--- config.mk ---
export PLATFORM = sky130hd
export DESIGN_NAME = scm_clock_ctrl
export DESIGN_NICKNAME = d
export VERILOG_FILES = /design/src/scm_pkg.sv /design/src/scm_bclk_div.sv /design/src/scm_clock_ctrl.sv
export SDC_FILE = /design/constraint.sdc
export NUM_CORES = 1
export LEC_CHECK = 0
export BUFFER_PORTS_ARGS = -buffer_cell sky130_fd_sc_hd__buf_2
export CAP_MARGIN = 20
export CELL_PAD_IN_SITES_DETAIL_PLACEMENT = 1
export CELL_PAD_IN_SITES_GLOBAL_PLACEMENT = 1
export CORE_AREA = 2 2 117 119
export CTS_BUF_LIST = sky130_fd_sc_hd__clkbuf_8
export DETAILED_ROUTE_END_ITERATION = 10
export DIE_AREA = 0 0 119 121
export PLACE_DENSITY_LB_ADDON = 0.1
export SYNTH_ARGS = -nofsm -noshare
export SYNTH_HDL_FRONTEND = slang
export SYNTH_SLANG_ARGS = --single-unit
--- constraint.sdc ---
create_clock -name hclk -period 5.7 [get_ports hclk]
set_input_delay 0.57 -clock hclk [delete_from_list [all_inputs] [get_ports hclk]]
set_output_delay 0.57 -clock hclk [all_outputs]
set_load 0.01 [all_outputs]
--- src/scm_pkg.sv ---
// System clock mode package: register map, field positions, states, types.
// Assumes a 32-bit AHB-Lite bus and one bus clock hclk running at 125 MHz.
// What this block does
// - Field 01 without divide-by-8 runs the bus clock at main clock over 2.
// - Field 10 without divide-by-8 runs the bus clock at main clock over 4.
// - Divide-by-8 select set divides the main clock by 8, field ignored.
// - Field 11 without divide-by-8 runs the bus clock at main clock over 16.
// - Field 00 without divide-by-8 passes the main clock undivided.
// - Source select and sub port select make the sub clock the bus clock while ring source select is clear.
// - Main stop in low-speed mode halts main oscillator; only sub-clocked peripherals run.
// - Ring source select uses the ring oscillator with the same divide choices.
// - Wait mode halts the CPU and bus clock while oscillators keep running.
// - Stop mode stops every oscillator, the CPU and all peripheral clocks.
// - In ring mode the main stop bit may stop the main oscillator.
// - Detection needs both detect and interrupt enable; both reset to zero.
// - A detected main stop raises the interrupt and swaps in the ring oscillator.
// - No detection while detect enable is zero or during reset.
// - Wait mode with peripheral clocks stopped is detected as a main stop.
// - Reset sets the divide-by-8 select.
// - Detection sets ring source select; that select clears ring stop.
// - Monitor bit reads 0 while main runs outside a forced wait detection, and while detection is off.
// - Register write-enable bit stays set until software clears it or reset clears it.
package scm_pkg;
	localparam logic [5:0]  IDX_CTRL0 = 6'h06;
	localparam logic [5:0]  IDX_CTRL1 = 6'h07;
	localparam logic [5:0]  IDX_PROT  = 6'h0A;
	localparam logic [5:0]  IDX_OSD   = 6'h0C;
	localparam int          IDX_LSB   = 2;
	localparam int          IDX_MSB   = 7;
	localparam int          HTRANS_ACT = 1;
	localparam int          B_WPS     = 2;
	localparam int          B_SUBP    = 4;
	localparam int          B_MSTOP   = 5;
	localparam int          B_DIV8    = 6;
	localparam int          B_SYSSRC  = 7;
	localparam int          B_STOPALL = 0;
	localparam int          B_RSTOP   = 4;
	localparam int          B_DIVLO   = 6;
	localparam int          B_DIVHI   = 7;
	localparam int          B_DETEN   = 0;
	localparam int          B_IRQEN   = 1;
	localparam int          B_RSEL    = 2;
	localparam int          B_MON     = 3;
	localparam int          B_PROT    = 0;
	localparam logic [31:0] RD_ZERO   = 32'h0000_0000;
	localparam logic        HRESP_OKAY = 1'b0;
	localparam int          HCLK_MHZ  = 125;
	localparam int          DET_TIMEOUT_NS = 1000;
	localparam int          DET_CYCLES = (DET_TIMEOUT_NS * HCLK_MHZ + 999) / 1000;
	localparam logic [7:0]  DET_LIMIT = 8'(DET_CYCLES);
	localparam logic [4:0]  HALF_1    = 5'h01;
	localparam logic [4:0]  HALF_2    = 5'h02;
	localparam logic [4:0]  HALF_4    = 5'h04;
	localparam logic [4:0]  HALF_8    = 5'h08;
	localparam logic [4:0]  HALF_16   = 5'h10;

	typedef enum logic [1:0] {
		PS_RUN  = 2'b00,
		PS_WAIT = 2'b01,
		PS_STOP = 2'b10
	} scm_pstate_t;

	typedef struct packed {
		logic ring_source_select;
		logic main_divider_field_high;
		logic main_divider_field_low;
		logic system_clock_source_select;
		logic main_divide_by_eight_select;
		logic main_clock_stop_bit;
		logic sub_osc_port_select;
		logic wait_periph_clock_stop;
		logic ring_osc_stop_bit;
		logic osc_stop_detect_enable;
		logic osc_stop_irq_enable;
		logic main_osc_monitor_bit;
	} scm_ctrl_t;

	typedef struct packed {
		logic main_en;
		logic sub_en;
		logic ring_en;
	} scm_osc_en_t;

	localparam scm_ctrl_t CTRL_RST = '{main_divide_by_eight_select: 1'b1, default: 1'b0};
	localparam scm_osc_en_t OSC_RST = '{main_en: 1'b1, sub_en: 1'b0, ring_en: 1'b1};

	// Source edges counted per half period of the bus clock.
	function automatic logic [4:0] scm_half_ratio(input logic div8, input logic [1:0] field);
		logic [4:0] r;
		r = HALF_8;
		if (!div8) begin
			case (field)
				2'h0: r = HALF_1;
				2'h1: r = HALF_2;
				2'h2: r = HALF_4;
				2'h3: r = HALF_16;
				default: r = HALF_8;
			endcase
		end
		return r;
	endfunction
endpackage

--- src/scm_bclk_div.sv ---
// Bus clock divider that switches source and ratio only at period boundaries or while held low.
// Assumes source edge pulses already synchronised to hclk.
`timescale 1ns/10ps
`default_nettype none
module scm_bclk_div (
	input  wire logic       hclk,
	input  wire logic       hresetn,
	input  wire logic       clk_en,
	input  wire logic [1:0] src_edge,
	input  wire logic       src_sel,
	input  wire logic [4:0] half_ratio,
	input  wire logic       hold,
	output logic            bclk
);
	logic       out_reg;
	logic       out_next;
	logic       sel_reg;
	logic       sel_next;
	logic [4:0] ratio_reg;
	logic [4:0] ratio_next;
	logic [4:0] cnt_reg;
	logic [4:0] cnt_next;

	always_comb begin
		out_next = out_reg;
		sel_next = sel_reg;
		ratio_next = ratio_reg;
		cnt_next = cnt_reg;
		if (!out_reg && hold) begin
			// Parked low; new settings only lengthen the low phase.
			sel_next = src_sel;
			ratio_next = half_ratio;
			cnt_next = 5'h00;
		end else if (src_edge[sel_reg]) begin
			if (cnt_reg == ratio_reg - 5'h01) begin
				out_next = !out_reg;
				cnt_next = 5'h00;
				if (out_reg) begin
					sel_next = src_sel;
					ratio_next = half_ratio;
				end
			end else begin
				cnt_next = cnt_reg + 5'h01;
			end
		end
	end

	always_ff @(posedge hclk or negedge hresetn) begin
		if (!hresetn) begin
			out_reg <= 1'b0;
			sel_reg <= 1'b0;
			ratio_reg <= scm_pkg::HALF_8;
			cnt_reg <= 5'h00;
		end else if (clk_en) begin
			out_reg <= out_next;
			sel_reg <= sel_next;
			ratio_reg <= ratio_next;
			cnt_reg <= cnt_next;
		end
	end

	assign bclk = out_reg;
endmodule
`default_nettype wire

--- src/scm_clock_ctrl.sv ---
// System clock mode control with oscillator stop detection, AHB-Lite slave.
// Assumes oscillator pins are asynchronous to hclk and much slower than it.
//
// Local design decisions: the AHB-Lite register port and the register offsets.
`timescale 1ns/10ps
`default_nettype none
module scm_clock_ctrl (
	input  wire logic                 hclk,
	input  wire logic                 hresetn,
	input  wire logic                 clk_en,
	input  wire logic                 hsel,
	input  wire logic [31:0]          haddr,
	input  wire logic [1:0]           htrans,
	input  wire logic                 hwrite,
	input  wire logic [2:0]           hsize,
	input  wire logic [31:0]          hwdata,
	input  wire logic                 hready,
	output logic                      hreadyout,
	output logic                      hresp,
	output logic [31:0]               hrdata,
	input  wire logic                 main_osc_input,
	input  wire logic                 sub_osc_input,
	input  wire logic                 ring_osc_input,
	input  wire logic                 wait_req,
	input  wire logic                 wake_req,
	output logic                      cpu_bus_clk,
	output logic                      cpu_halt,
	output logic                      periph_clk_en,
	output logic                      sub_periph_clk_en,
	output scm_pkg::scm_osc_en_t      osc_en,
	output logic                      osc_stop_irq
);
	logic [2:0]           pin_s1_reg;
	logic [2:0]           pin_s2_reg;
	logic [2:0]           pin_s3_reg;
	logic [2:0]           pin_edge;
	logic                 main_edge;
	logic                 sub_edge;
	logic                 ring_edge;
	logic                 ph_valid_reg;
	logic                 ph_valid_next;
	logic                 ph_write_reg;
	logic                 ph_write_next;
	logic [5:0]           ph_idx_reg;
	logic [5:0]           ph_idx_next;
	logic [31:0]          rdata_reg;
	logic [31:0]          rdata_next;
	scm_pkg::scm_ctrl_t   ctrl_reg;
	scm_pkg::scm_ctrl_t   ctrl_next;
	scm_pkg::scm_pstate_t ps_reg;
	scm_pkg::scm_pstate_t ps_next;
	logic                 prot_reg;
	logic                 prot_next;
	logic [7:0]           det_cnt_reg;
	logic [7:0]           det_cnt_next;
	logic                 irq_reg;
	logic                 irq_next;
	scm_pkg::scm_osc_en_t osc_reg;
	scm_pkg::scm_osc_en_t osc_next;
	logic                 periph_reg;
	logic                 periph_next;
	logic                 sub_periph_reg;
	logic                 sub_periph_next;
	logic                 halt_reg;
	logic                 halt_next;
	logic                 low_speed;
	logic                 low_power_next;
	logic                 det_armed;
	logic                 det_forced;
	logic                 det_fire;
	logic                 stopping;
	logic                 wait_gated;
	logic                 main_clk_edge;
	logic [4:0]           half_ratio;

	// Write strobe for one register during a write data phase.
	function automatic logic reg_write(
		input logic       valid,
		input logic       write,
		input logic [5:0] idx,
		input logic [5:0] target
	);
		return valid && write && (idx == target);
	endfunction

	// Read image of one register; unmapped words read as zero.
	function automatic logic [31:0] read_word(
		input logic [5:0]         idx,
		input scm_pkg::scm_ctrl_t c,
		input logic               prot,
		input logic               in_stop
	);
		logic [31:0] w;
		w = scm_pkg::RD_ZERO;
		case (idx)
			scm_pkg::IDX_CTRL0: begin
				w[scm_pkg::B_WPS] = c.wait_periph_clock_stop;
				w[scm_pkg::B_SUBP] = c.sub_osc_port_select;
				w[scm_pkg::B_MSTOP] = c.main_clock_stop_bit;
				w[scm_pkg::B_DIV8] = c.main_divide_by_eight_select;
				w[scm_pkg::B_SYSSRC] = c.system_clock_source_select;
			end
			scm_pkg::IDX_CTRL1: begin
				w[scm_pkg::B_STOPALL] = in_stop;
				w[scm_pkg::B_RSTOP] = c.ring_osc_stop_bit;
				w[scm_pkg::B_DIVLO] = c.main_divider_field_low;
				w[scm_pkg::B_DIVHI] = c.main_divider_field_high;
			end
			scm_pkg::IDX_PROT: begin
				w[scm_pkg::B_PROT] = prot;
			end
			scm_pkg::IDX_OSD: begin
				w[scm_pkg::B_DETEN] = c.osc_stop_detect_enable;
				w[scm_pkg::B_IRQEN] = c.osc_stop_irq_enable;
				w[scm_pkg::B_RSEL] = c.ring_source_select;
				w[scm_pkg::B_MON] = c.main_osc_monitor_bit & c.osc_stop_detect_enable;
			end
			default: begin
				w = scm_pkg::RD_ZERO;
			end
		endcase
		return w;
	endfunction

	// Oscillator pins: two stages, then a third stage for edge detection.
	always_ff @(posedge hclk or negedge hresetn) begin
		if (!hresetn) begin
			pin_s1_reg <= 3'h0;
			pin_s2_reg <= 3'h0;
			pin_s3_reg <= 3'h0;
		end else if (clk_en) begin
			pin_s1_reg <= {ring_osc_input, sub_osc_input, main_osc_input};
			pin_s2_reg <= pin_s1_reg;
			pin_s3_reg <= pin_s2_reg;
		end
	end

	assign pin_edge = pin_s2_reg ^ pin_s3_reg;
	assign main_edge = pin_edge[0];
	assign sub_edge = pin_edge[1];
	assign ring_edge = pin_edge[2];

	// Bus address phase capture and read data.
	always_comb begin
		ph_valid_next = hsel && htrans[scm_pkg::HTRANS_ACT] && hready;
		ph_write_next = hwrite;
		ph_idx_next = haddr[scm_pkg::IDX_MSB:scm_pkg::IDX_LSB];
		rdata_next = rdata_reg;
		if (ph_valid_next && !hwrite) begin
			// Next values make a read right after a write see that write.
			rdata_next = read_word(ph_idx_next, ctrl_next, prot_next, ps_next == scm_pkg::PS_STOP);
		end
	end

	always_ff @(posedge hclk or negedge hresetn) begin
		if (!hresetn) begin
			ph_valid_reg <= 1'b0;
			ph_write_reg <= 1'b0;
			ph_idx_reg <= 6'h00;
			rdata_reg <= scm_pkg::RD_ZERO;
		end else if (clk_en) begin
			ph_valid_reg <= ph_valid_next;
			ph_write_reg <= ph_write_next;
			ph_idx_reg <= ph_idx_next;
			rdata_reg <= rdata_next;
		end
	end

	assign low_speed = !ctrl_reg.ring_source_select
		&& ctrl_reg.system_clock_source_select
		&& ctrl_reg.sub_osc_port_select;
	assign det_armed = ctrl_reg.osc_stop_detect_enable && ctrl_reg.osc_stop_irq_enable;
	assign det_forced = (ps_reg == scm_pkg::PS_WAIT) && ctrl_reg.wait_periph_clock_stop;
	assign det_fire = det_armed && ((det_cnt_reg == scm_pkg::DET_LIMIT) || det_forced);

	// Control registers, power state, stop detection and output enables.
	always_comb begin
		ctrl_next = ctrl_reg;
		ps_next = ps_reg;
		prot_next = prot_reg;
		irq_next = 1'b0;
		det_cnt_next = det_cnt_reg;
		if (reg_write(ph_valid_reg, ph_write_reg, ph_idx_reg, scm_pkg::IDX_PROT)) begin
			prot_next = hwdata[scm_pkg::B_PROT];
		end
		if (prot_reg && reg_write(ph_valid_reg, ph_write_reg, ph_idx_reg, scm_pkg::IDX_CTRL0)) begin
			ctrl_next.wait_periph_clock_stop = hwdata[scm_pkg::B_WPS];
			ctrl_next.sub_osc_port_select = hwdata[scm_pkg::B_SUBP];
			ctrl_next.main_clock_stop_bit = hwdata[scm_pkg::B_MSTOP];
			ctrl_next.main_divide_by_eight_select = hwdata[scm_pkg::B_DIV8];
			// The sub clock becomes the source only once its port is already selected.
			ctrl_next.system_clock_source_select = hwdata[scm_pkg::B_SYSSRC]
				&& ctrl_reg.sub_osc_port_select;
		end
		if (prot_reg && reg_write(ph_valid_reg, ph_write_reg, ph_idx_reg, scm_pkg::IDX_CTRL1)) begin
			ctrl_next.main_divider_field_low = hwdata[scm_pkg::B_DIVLO];
			ctrl_next.main_divider_field_high = hwdata[scm_pkg::B_DIVHI];
			// The ring oscillator may only be stopped while nothing depends on it.
			ctrl_next.ring_osc_stop_bit = hwdata[scm_pkg::B_RSTOP]
				&& !ctrl_reg.ring_source_select
				&& !ctrl_reg.main_osc_monitor_bit;
			if (hwdata[scm_pkg::B_STOPALL] && ps_reg == scm_pkg::PS_RUN
				&& !ctrl_reg.ring_source_select) begin
				ps_next = scm_pkg::PS_STOP;
				if (!low_speed) begin
					ctrl_next.main_divide_by_eight_select = 1'b1;
				end
			end
		end
		if (prot_reg && reg_write(ph_valid_reg, ph_write_reg, ph_idx_reg, scm_pkg::IDX_OSD)) begin
			ctrl_next.osc_stop_detect_enable = hwdata[scm_pkg::B_DETEN];
			ctrl_next.osc_stop_irq_enable = hwdata[scm_pkg::B_IRQEN];
			// Ring source clears only while the main oscillator is seen running.
			if (hwdata[scm_pkg::B_RSEL] || !ctrl_reg.main_osc_monitor_bit) begin
				ctrl_next.ring_source_select = hwdata[scm_pkg::B_RSEL];
			end
		end
		if (ps_reg == scm_pkg::PS_RUN && wait_req && ps_next == scm_pkg::PS_RUN) begin
			ps_next = scm_pkg::PS_WAIT;
		end else if (ps_reg != scm_pkg::PS_RUN && wake_req) begin
			ps_next = scm_pkg::PS_RUN;
		end
		if (!det_armed || main_edge) begin
			det_cnt_next = 8'h00;
		end else if (det_cnt_reg != scm_pkg::DET_LIMIT) begin
			det_cnt_next = det_cnt_reg + 8'h01;
		end
		if (!ctrl_reg.osc_stop_detect_enable) begin
			ctrl_next.main_osc_monitor_bit = 1'b0;
		end else if (main_edge && !det_forced) begin
			ctrl_next.main_osc_monitor_bit = 1'b0;
		end
		if (det_fire && !ctrl_reg.main_osc_monitor_bit) begin
			ctrl_next.main_osc_monitor_bit = 1'b1;
			ctrl_next.ring_source_select = 1'b1;
			irq_next = 1'b1;
		end
		if (ctrl_next.ring_source_select) begin
			ctrl_next.ring_osc_stop_bit = 1'b0;
		end
		stopping = ps_next == scm_pkg::PS_STOP;
		wait_gated = (ps_next == scm_pkg::PS_WAIT) && ctrl_next.wait_periph_clock_stop;
		low_power_next = !ctrl_next.ring_source_select
			&& ctrl_next.system_clock_source_select
			&& ctrl_next.sub_osc_port_select
			&& ctrl_next.main_clock_stop_bit;
		osc_next.main_en = !ctrl_next.main_clock_stop_bit && !stopping;
		osc_next.sub_en = ctrl_next.sub_osc_port_select && !stopping;
		osc_next.ring_en = !ctrl_next.ring_osc_stop_bit && !stopping;
		halt_next = ps_next != scm_pkg::PS_RUN;
		periph_next = !stopping && !wait_gated && !low_power_next;
		sub_periph_next = osc_next.sub_en && !wait_gated;
	end

	always_ff @(posedge hclk or negedge hresetn) begin
		if (!hresetn) begin
			ctrl_reg <= scm_pkg::CTRL_RST;
			ps_reg <= scm_pkg::PS_RUN;
			prot_reg <= 1'b0;
			det_cnt_reg <= 8'h00;
			irq_reg <= 1'b0;
			osc_reg <= scm_pkg::OSC_RST;
			halt_reg <= 1'b0;
			periph_reg <= 1'b1;
			sub_periph_reg <= 1'b0;
		end else if (clk_en) begin
			ctrl_reg <= ctrl_next;
			ps_reg <= ps_next;
			prot_reg <= prot_next;
			det_cnt_reg <= det_cnt_next;
			irq_reg <= irq_next;
			osc_reg <= osc_next;
			halt_reg <= halt_next;
			periph_reg <= periph_next;
			sub_periph_reg <= sub_periph_next;
		end
	end

	// A failed main oscillator is replaced at once; a runt phase is the lesser harm.
	assign main_clk_edge = ctrl_reg.ring_source_select ? ring_edge : main_edge;
	// The sub clock drives the bus undivided; the divide settings steer the main path only.
	assign half_ratio = low_speed ? scm_pkg::HALF_1 : scm_pkg::scm_half_ratio(
		ctrl_reg.main_divide_by_eight_select,
		{ctrl_reg.main_divider_field_high, ctrl_reg.main_divider_field_low});

	scm_bclk_div u_div (
		.hclk       (hclk),
		.hresetn    (hresetn),
		.clk_en     (clk_en),
		.src_edge   ({sub_edge, main_clk_edge}),
		.src_sel    (low_speed),
		.half_ratio (half_ratio),
		.hold       (ps_reg != scm_pkg::PS_RUN),
		.bclk       (cpu_bus_clk)
	);

	assign hreadyout = 1'b1;
	assign hresp = scm_pkg::HRESP_OKAY;
	assign hrdata = rdata_reg;
	assign cpu_halt = halt_reg;
	assign periph_clk_en = periph_reg;
	assign sub_periph_clk_en = sub_periph_reg;
	assign osc_en = osc_reg;
	assign osc_stop_irq = irq_reg;
endmodule
`default_nettype wire

==> results of run 1 <==
[cell usage in the layout, fill, tap and decap left out, types with 3 or more instances in the layout]
| cell | n |
|---|---|
| buf_4 | 3 |
| mux2_2 | 28 |
| o211ai_1 | 9 |
| a31oi_1 | 5 |
| conb_1 | 26 |
| and3_1 | 4 |
| clkbuf_8 | 9 |
| o22ai_1 | 6 |
| nand4_1 | 4 |
| nand3b_1 | 6 |
| nor4_1 | 4 |
| a21oi_1 | 15 |
| nand2_1 | 32 |
| ha_1 | 4 |
| dfrtp_1 | 62 |
| nor3_1 | 8 |
| nor2_1 | 22 |
| dfstp_2 | 5 |
| buf_2 | 40 |
| or3_1 | 3 |
| or4b_1 | 3 |
| o21ai_0 | 9 |
| inv_1 | 27 |
| xor2_1 | 9 |
| o31ai_1 | 3 |
| xnor2_1 | 6 |
| mux2i_1 | 10 |
| o21ai_1 | 5 |
| or4_1 | 4 |
| nand3_1 | 15 |
| nand2b_1 | 3 |
| and2_1 | 4 |
[where the power goes]
| group | total, mW | internal [mW] | switching, mW |
|---|---|---|---|
| Clock | 0.332 | 0.147 | 0.184 |
| Sequential | 0.633 | 0.547 | 0.0855 |
| Combinational | 0.440 | 0.174 | 0.267 |
[synth_stat cells (5+ instances only)]
master,number
xor2_1,9
a21oi_1,15
o21ai_1,5
nand2_1,32
xnor2_1,6
o21ai_0,9
clkbuf_1,6
buf_4,27
mux2_2,28
dfrtp_1,62
nor3_1,8
dfstp_2,5
nand3_1,15
a31oi_1,5
inv_1,20
mux2i_1,10
nor2_1,22
o211ai_1,9
o22ai_1,6
nand3b_1,6
[through the flow]
stage | hold WS [ps] | util
finish | 436 | 0.330
detailed placement | 474 | 0.319
floorplan | 274 | -
CTS | 418 | 0.330
global placement | 463 | 0.318
global route | 434 | 0.330
[area by class of cell]
cell class,instances,area [sq um]
Inverter,21,78.8
Tap cell,176,220
Multi-Input combinational cell,285,1950
Fill cell,1517,8760
Clock inverter,7,26.3
Sequential cell,67,1680
Timing Repair Buffer,44,234
Clock buffer,9,124
[worst max path at each step]
stage / startpoint / slack [ps] / endpoint / cells after the start
6_report: ps_reg[0]$_DFFE_PN0P_ / 3380 / u_div.bclk$_DFFE_PN0P_ / 5
5_1_grt: ps_reg[0]$_DFFE_PN0P_ / 3230 / u_div.ratio_reg[4]$_DFFE_PN0P_ / 5
4_1_cts: ps_reg[0]$_DFFE_PN0P_ / 3370 / u_div.ratio_reg[4]$_DFFE_PN0P_ / 5
3_5_place_dp: clk_en / 3060 / u_div.sel_reg$_DFFE_PN0P_ / 6
3_3_place_gp: clk_en / 3060 / hrdata[4]$_DFFE_PN0P_ / 6
2_1_floorplan: ph_idx_reg[3]$_DFFE_PN0P_ / 3680 / hrdata[6]$_DFFE_PN0P_ / 5
[per-layer routing]
metal  vias to the layer above  part of all wire  track usage
li1                       1418                 -            -
met1                      1436              0.51        0.203
met2                        42              0.45        0.217
met3                        12             0.025       0.0268
met4                         0             0.020       0.0670
met5                         -                 0            0
[logic make-up after synthesis]
| group | Yosys count |
|---|---|
| other | 2 |
| xor gates and xnor gates | 16 |
| DFF | 67 |
| adders and majority gates | 4 |
| AOI/OAI and AO/OA | 70 |
| muxes | 40 |
| and+or+nand+nor | 129 |
| buffers and inverters | 60 |
==> impl_metrics.toml, run 1 <==
[cts]
insertion_delay_ps = 360
clockBufferDepth = 2
cts_resized = 0
cts_inserted_buffers = 9
postCtsHoldBufs = 0
htreeDepth = 3
cts_tree = "done"
cts_num_sinks = 67
root_buffer = "clkbuf_8"
post-cts-setup-buffer-count = 0
clk_pin_slew_ps = 70

[synth]
synth_mux_area_frac = 0.113
synth_xor_area_frac = 0.0381
synth-simple-area-share = 0.193
synth_adder_area_share = 0.0129
synth_top_family_by_area = "simple AND/OR/NAND/NOR gates"
synth_edf_count = 0
synth-compound-area-share = 0.122
synthFlopType = "dfrtp_1"
synth_area_per_cell_sq_um = 10.0
yosysWarnings = 0
syn_inst = 388
netlist_area_sq_um = 3880
async_flop_share = 1.00
yosys-top-cells-area = "dfrtp_1, mux2_2, buf_4"
synth_top_area_cell = "dfrtp_1"
yosys_register_bits = 67
synth_top_area_frac = 0.400
synthDistinctLibCells = 62
synth-seq-area-share = 0.434

[route]
wl_per_cell_um = 16.1
vias = 2908
drt_iter0_drc = 100
route.detailed.drc = 0
via_per_inst = 4.78
dr.pass1.iters = 4
ant_nets = 0
drt_wl_total_mm = 9.83

[worst_setup_path]
cp-start-kind = "flip-flop"
path_buf_inv = 0
crit_family = "simple AND/OR/NAND/NOR gates"
regToRegEndpoint = "u_div.bclk$_DFFE_PN0P_"
critPathSlowestCell = "o21bai_1"
r2r_cells = 5
r2r_start = "ps_reg[0]$_DFFE_PN0P_"
critPathRequiredTime_ps = 5940
crit_arrival_ps = 2560
critPathMaxStageDelay_ps = 750
crit_chain = "o21bai_1 > nand2_1 > nor3_2 > or3b_1 > xnor2_1"
crit_fanout = 12
rrSetupSlack_ps = 3380
critPathCaptureType = "flip-flop"
critical_path_class = "reg2reg"

[hold_path]
min_path_type = "in2async"

[global_route]
grt_use_total = 0.145
grt_max_degree = 68
grt_antenna_before_repair = 0
grt_pass1_vias = 3036
grt_overflow = 0
grt_pass1_wl_mm = 16.3

[power]
peakVddDrop_uv = 126
p_per_area_nw_per_um2 = 325
p_leak_nw = 1.95
finalPower_mw = 1.40

[sta]
finalHoldViolations = 0
fin_crit_sh = 0.407
slew_violations = 0
worst_pin_slew_ps = 903
rsz0062_at_grt = "no"
min_period_ps = 2320
setup_violations = 0
finalWorstSetupSlack_ps = 3380
tns_ps = 0
skew_ps = 10.8
slew-limit-headroom = 0.398
fmax_ghz = 0.431

[finish]
largest_reg_flops = 12
syn2layout_area_growth_pct = 11.4
antenna_cells = 0
final_area_sq_um = 4320
drive_gt1_frac = 0.229
fin_cells = 609
nets = 512

[placement]
dp_cells = 593
port_buffers = 40
dpl_cell_area_sq_um = 4170
place_hpwl_mm = 6.87
post-place-ws_ps = 3060
gp_congestion = 0.752

[outcome]
status = "finished, final reports clean"

[die]
rows = 42
initial_core_util = 0.296
dieArea_sq_um = 14400
coreArea_sq_um = 13100
io_pins = 122
die_x_um = 119
die_h_um = 121

[run]
maxCapViolCount = 0
Note: power is estimated with default switching activity, not from simulation.
==> run 2: changes to the inputs <==
--- a/config.mk
+++ b/config.mk
@@ -5,14 +5,15 @@
 export SDC_FILE = /design/constraint.sdc
 export NUM_CORES = 1
 export LEC_CHECK = 0
+export ABC_AREA = 1
 export BUFFER_PORTS_ARGS = -buffer_cell sky130_fd_sc_hd__buf_2
 export CAP_MARGIN = 20
 export CELL_PAD_IN_SITES_DETAIL_PLACEMENT = 1
 export CELL_PAD_IN_SITES_GLOBAL_PLACEMENT = 1
-export CORE_AREA = 2 2 117 119
+export CORE_AREA = 2 2 116 118
 export CTS_BUF_LIST = sky130_fd_sc_hd__clkbuf_8
 export DETAILED_ROUTE_END_ITERATION = 10
-export DIE_AREA = 0 0 119 121
+export DIE_AREA = 0 0 118 120
 export PLACE_DENSITY_LB_ADDON = 0.1
 export SYNTH_ARGS = -nofsm -noshare
 export SYNTH_HDL_FRONTEND = slang
==> constraint.sdc (replaced) <==
create_clock -name hclk -period 2.19 [get_ports hclk]
set_input_delay 0.219 -clock hclk [delete_from_list [all_inputs] [get_ports hclk]]
set_output_delay 0.219 -clock hclk [all_outputs]
set_load 0.01 [all_outputs]
==> run 2 against run 1 <==
First-iteration DRC count up 55%; routed wire length rose by 1.9%; non-clock buffer count rose by 3; sequential share of layout area fell by 0.38 points; worst setup slack lost 3000 ps; die area down 1.7%; global-route usage increased by 0.84 points; critical path type unchanged; largest power group unchanged.
==> impl_metrics.toml, run 2 <==
[synth]
yosys-top-cells-area = "dfrtp_1, nand2_1, nand3_1"
async_flop_share = 1.00
synth_top_area_frac = 0.409
synthDistinctLibCells = 44
yosysWarnings = 0
syn_inst = 490
yosys_register_bits = 67
synth.most_common_cell = "nand2_1"
synth_top_area_cell = "dfrtp_1"
synthFlopType = "dfrtp_1"
synth_edf_count = 0
synth_common_cells = "nand2_1, dfrtp_1, inv_1"
synth_area_per_cell_sq_um = 7.75
synth-seq-area-share = 0.443
netlist_area_sq_um = 3800

[power]
p_sw_mw = 1.13
peakVddDrop_uv = 217
seqPwrFrac = 0.428
p_clk_frac = 0.362
switching_share = 0.318
p_comb_frac = 0.210
finalPower_mw = 3.56
p_leak_nw = 2.21
p_per_area_nw_per_um2 = 817
p_int_mw = 2.43

[global_route]
grt_max_degree = 44
grt_antenna_before_repair = 0
grt_pass1_vias = 3284
grt_overflow = 0
grt_use_total = 0.153
grt_pass1_wl_mm = 16.8

[sta]
tns_ps = 0
min_period_ps = 1770
worst_pin_slew_ps = 575
fin_crit_sh = 0.807
rsz0062_at_grt = "no"
finalHoldViolations = 0
setup_violations = 0
hold_slack_ps = 53.2
fmax_ghz = 0.566
skew_ps = 9.76
slew_violations = 0
slew-limit-headroom = 0.617

[worst_setup_path]
critPathCaptureType = "flip-flop"
crit_arrival_ps = 2020
rrSetupSlack_ps = 420
crit_fanout = 7
critPathRequiredTime_ps = 2450
cp-start-kind = "flip-flop"
regToRegEndpoint = "u_div.ratio_reg[2]$_DFFE_PN0P_"
critical_path_class = "reg2reg"
r2r_cells = 13
r2r_start = "u_div.ratio_reg[0]$_DFFE_PN0P_"

[route]
dr.pass1.iters = 4
wl_per_cell_um = 13.9
drt_iter0_drc = 155
vias = 3181
drt_wl_total_mm = 10.0
route.detailed.drc = 0
via_per_inst = 4.43
ant_nets = 0

[die]
die_x_um = 118
io_pins = 122
coreArea_sq_um = 13000
die_h_um = 120
initial_core_util = 0.292
rows = 42
dieArea_sq_um = 14200

[finish]
final_cell_mix = "nand2_1, dfrtp_1, inv_1, nand3_1, buf_2"
antenna_cells = 0
nets = 621
final_area_sq_um = 4360
layout_commonest_cell = "nand2_1"
syn2layout_area_growth_pct = 14.9
post-route-util = 0.336
drive_gt1_frac = 0.173
largest_reg_flops = 12

[cts]
cts_num_sinks = 67
htreeDepth = 3
root_buffer = "clkbuf_8"
cts_tree = "done"
clockBufferDepth = 2
insertion_delay_ps = 370
clk_pin_slew_ps = 70
cts_inserted_buffers = 9
post-cts-setup-buffer-count = 0

[hold_path]
hp-start = "ring_osc_input"
min_path_type = "in2reg"
hold_end = "pin_s1_reg[2]$_DFFE_PN0P_"
hold_depth = 3

[placement]
dpl_cell_area_sq_um = 4110
gp_congestion = 0.762
port_buffers = 40
place_hpwl_mm = 7.74

[outcome]
status = "finished, final reports clean"

[run]
maxCapViolCount = 0
-- run 2: changes by cell type in the layout (fill, tap and decap cells not counted), moves of 10 or more --
| cell | delta |
|---|---|
| mux2i_1 | -10 |
| nand2_1 | +125 |
| nand3_1 | +27 |
| o21ai_0 | +26 |
| mux2_2 | -28 |
| inv_1 | +20 |
-- run 2: cells by family after synthesis --
group | Yosys count | synth area share
fa+ha+maj | 4 | 0.0132
flops | 67 | 0.443
xor+xnor | 13 | 0.0320
other cells | 2 | 0.00198
buf+inv | 84 | 0.112
compound gates | 61 | 0.0949
simple gates | 259 | 0.302
-- run 2: worst max path at each step --
stage	startpoint	end	cells past startpoint
CTS	u_div.ratio_reg[0]$_DFFE_PN0P_	u_div.ratio_reg[2]$_DFFE_PN0P_	13
finish	u_div.ratio_reg[0]$_DFFE_PN0P_	u_div.ratio_reg[2]$_DFFE_PN0P_	13
global placement	u_div.ratio_reg[0]$_DFFE_PN0P_	u_div.ratio_reg[1]$_DFFE_PN0P_	11
detailed placement	u_div.ratio_reg[0]$_DFFE_PN0P_	u_div.ratio_reg[2]$_DFFE_PN0P_	13
global route	ps_reg[1]$_DFFE_PN0P_	sub_periph_clk_en$_DFFE_PN0P_	10
floorplan	u_div.ratio_reg[0]$_DFFE_PN0P_	u_div.ratio_reg[4]$_DFFE_PN0P_	11
-- run 2: what timing repair did --
action | CTS | global route
resized for setup | 0 | 0
hold buffers | 1 | 0
endpoints found under the hold margin | 62 | 0
-- run 2: per-layer routing --
metal | part of all wire | global-route usage | wire, um | vias to the layer above
met2 | 0.48 | 0.257 | 4810 | 46
met1 | 0.47 | 0.194 | 4740 | 1513
met5 | 0 | 0 | 0 | -
li1 | - | - | - | 1609
met3 | 0.026 | 0.0295 | 265 | 13
met4 | 0.019 | 0.0655 | 192 | 0
-- run 2: cell type report --
type	instances	area, sq um
Fill cell	1638	8620
Timing Repair Buffer	47	255
Tap cell	176	220
Clock buffer	10	138
Multi-Input combinational cell	363	1780
Clock inverter	6	104
Sequential cell	67	1680
Inverter	49	186
-- run 2: power groups by stage --
| stage | Clock (mW) | Sequential, mW | Combinational [mW] |
|---|---|---|---|
| after floorplan | 0 | 1.53 | 0.555 |
| after global placement | 0 | 1.55 | 0.743 |
| final | 1.29 | 1.53 | 0.747 |
| after CTS | 1.34 | 1.53 | 0.771 |
| after detailed placement | 0 | 1.55 | 0.767 |
| after global routing | 1.39 | 1.56 | 0.876 |
-- run 2: worst max-delay path, stage by stage (launching register included) --
cell	delay [ps]
dfrtp_1	410
inv_1	80
ha_1	170
nand2_1	100
nor2_1	150
inv_1	60
nand2_1	50
nand2_1	40
nor2_1	130
nand3_1	110
nand2_2	160
nand2_4	90
nand2_1	60
nand2_1	50
-- run 2: metrics by stage --
stage / cells / worst slack, ps
final: 718 / 423
after global routing: 718 / 198
after CTS: 718 / 392
after detailed placement: 701 / 392
after global placement: 701 / 428
after floorplan: 514 / 623
==> run 3: changes to the inputs <==
--- a/config.mk
+++ b/config.mk
@@ -5,15 +5,15 @@
 export SDC_FILE = /design/constraint.sdc
 export NUM_CORES = 1
 export LEC_CHECK = 0
-export ABC_AREA = 1
+export ABC_AREA = 0
 export BUFFER_PORTS_ARGS = -buffer_cell sky130_fd_sc_hd__buf_2
 export CAP_MARGIN = 20
 export CELL_PAD_IN_SITES_DETAIL_PLACEMENT = 1
 export CELL_PAD_IN_SITES_GLOBAL_PLACEMENT = 1
-export CORE_AREA = 2 2 116 118
+export CORE_AREA = 2 2 117 119
 export CTS_BUF_LIST = sky130_fd_sc_hd__clkbuf_8
 export DETAILED_ROUTE_END_ITERATION = 10
-export DIE_AREA = 0 0 118 120
+export DIE_AREA = 0 0 119 121
 export PLACE_DENSITY_LB_ADDON = 0.1
 export SYNTH_ARGS = -nofsm -noshare
 export SYNTH_HDL_FRONTEND = slang
==> constraint.sdc (replaced) <==
create_clock -name hclk -period 1.5 [get_ports hclk]
set_input_delay 0.15 -clock hclk [delete_from_list [all_inputs] [get_ports hclk]]
set_output_delay 0.15 -clock hclk [all_outputs]
set_load 0.01 [all_outputs]
==> run 3 against run 2 <==
The run now ends with setup timing left; clock power grew 10%; final area is 33% higher; via count rose by 8.3%; fmax fell by 8.6%; clock skew rose by 1.9 ps; critical path type unchanged.
==> impl_metrics.toml, run 3 (synthesis gave the netlist of run 1 again) <==
[run]
maxCapViolCount = 0

[hold_path]
hold_depth = 2
hold_end = "ps_reg[1]$_DFFE_PN0P_"
hp-start = "wake_req"
min_path_type = "in2reg"

[sta]
tns_ps = -12430
slew_violations = 0
finalWorstSetupSlack_ps = -434
fmax_ghz = 0.517
skew_ps = 11.7
hold_slack_ps = 22.8
rsz0062_at_grt = "yes"
min_period_ps = 1930
finalHoldViolations = 0
fin_crit_sh = 1.29
setup_violations = 48

[outcome]
status = "finished, violations left"
violations = "setup timing"

[cts]
clockBufferDepth = 2
insertion_delay_ps = 360
cts_inserted_buffers = 9
cts_tree = "done"
cts_num_sinks = 67
root_buffer = "clkbuf_8"
clk_pin_slew_ps = 80
htreeDepth = 3

[power]
p_leak_nw = 2.68
p_per_area_nw_per_um2 = 1200
peakVddDrop_uv = 429

[route]
drt_iter0_drc = 111
ant_nets = 0
via_per_inst = 4.76
vias = 3445
route.detailed.drc = 0
wl_per_cell_um = 16.3
drt_wl_total_mm = 11.8
dr.pass1.iters = 5

[finish]
largest_reg_flops = 12
layout_commonest_cell = "buf_4"
nets = 626
drive_gt1_frac = 0.508
syn2layout_area_growth_pct = 49.4
final_cell_mix = "buf_4, dfrtp_1, buf_2, nand2_1, conb_1"
antenna_cells = 0
fin_cells = 723
post-route-util = 0.443
fill_cells = 1462

[die]
die_x_um = 119
initial_core_util = 0.296
rows = 42
dieArea_sq_um = 14400
coreArea_sq_um = 13100
die_h_um = 121
io_pins = 122

[worst_setup_path]
r2r_cells = 7
crit_fanout = 4
crit_arrival_ps = 2170
regToRegEndpoint = "hrdata[0]$_DFFE_PN0P_"
critPathCaptureType = "flip-flop"
r2r_start = "ph_idx_reg[4]$_DFFE_PN0P_"
critPathRequiredTime_ps = 1730
cp-start-kind = "flip-flop"
rrSetupSlack_ps = -430
critical_path_class = "reg2reg"

[placement]
dp_cells = 678
place_hpwl_mm = 8.11
port_buffers = 40
gp_congestion = 0.758
post-place-ws_ps = -558

[global_route]
grt_pass1_wl_mm = 19.1
grt_overflow = 0
grt_pass1_vias = 3633
grt_use_total = 0.170
grt_antenna_before_repair = 0
grt_max_degree = 68
## run 3: how the worst max path moves through the flow
stage	slack (ps)	startpoint	end	cells after the start
2_1_floorplan	-500	ph_idx_reg[3]$_DFFE_PN0P_	hrdata[6]$_DFFE_PN0P_	5
3_3_place_gp	-490	u_div.ratio_reg[1]$_DFFE_PN0P_	u_div.cnt_reg[4]$_DFFE_PN0P_	8
3_5_place_dp	-560	u_div.ratio_reg[1]$_DFFE_PN0P_	u_div.cnt_reg[4]$_DFFE_PN0P_	8
4_1_cts	-420	ph_idx_reg[4]$_DFFE_PN0P_	hrdata[6]$_DFFE_PN0P_	5
5_1_grt	-510	ph_idx_reg[4]$_DFFE_PN0P_	periph_clk_en$_DFFE_PN1P_	6
6_report	-430	ph_idx_reg[4]$_DFFE_PN0P_	hrdata[0]$_DFFE_PN0P_	7
## run 3: routing by layer
layer	part of all wire	global-route usage	vias to the layer above
li1	-	-	1655
met1	0.47	0.226	1722
met2	0.49	0.283	51
met3	0.023	0.0249	17
met4	0.018	0.0595	0
met5	0	0	-
## run 3: cell type report
cell class | count | area [sq um] | share of cell area
sequential | 67 | 1690 | 0.291
timing repair buffer | 157 | 1210 | 0.209
multi-input combinational | 286 | 2420 | 0.418
tap | 176 | 220 | 0.0380
clock buffer | 11 | 151 | 0.0261
inverter | 21 | 81.3 | 0.0140
clock inverter | 5 | 21.3 | 0.00367
## run 3: what timing repair did
item,4_1_cts,5_1_grt
gates cloned,2,0
endpoints found under the hold margin,62,0
pin swaps,24,30
setup endpoints to repair,50,50
hold buffers,1,0
resized for setup,73,42
buffers inserted,14,14
## run 3: stage by stage
stage	power, mW	instance area [sq um]
6_report	6.93	5790
5_1_grt	7.39	5790
4_1_cts	6.85	5520
3_5_place_dp	4.85	4880
3_3_place_gp	4.79	4880
2_1_floorplan	3.72	4030
## run 3: worst max-delay path: stages, from the launching register on
cell	delay, ps
dfrtp_1	380
nand4bb_4	290
buf_4	190
nor4_4	260
buf_4	160
mux2_4	300
a41oi_2	130
a31oi_1	100
## run 3: where the power goes
part,internal (mW),total [mW],switching [mW]
logic,1.59,3.19,1.60
clock network,0.668,1.42,0.749
registers,2.08,2.32,0.240
total,4.34,6.93,2.59
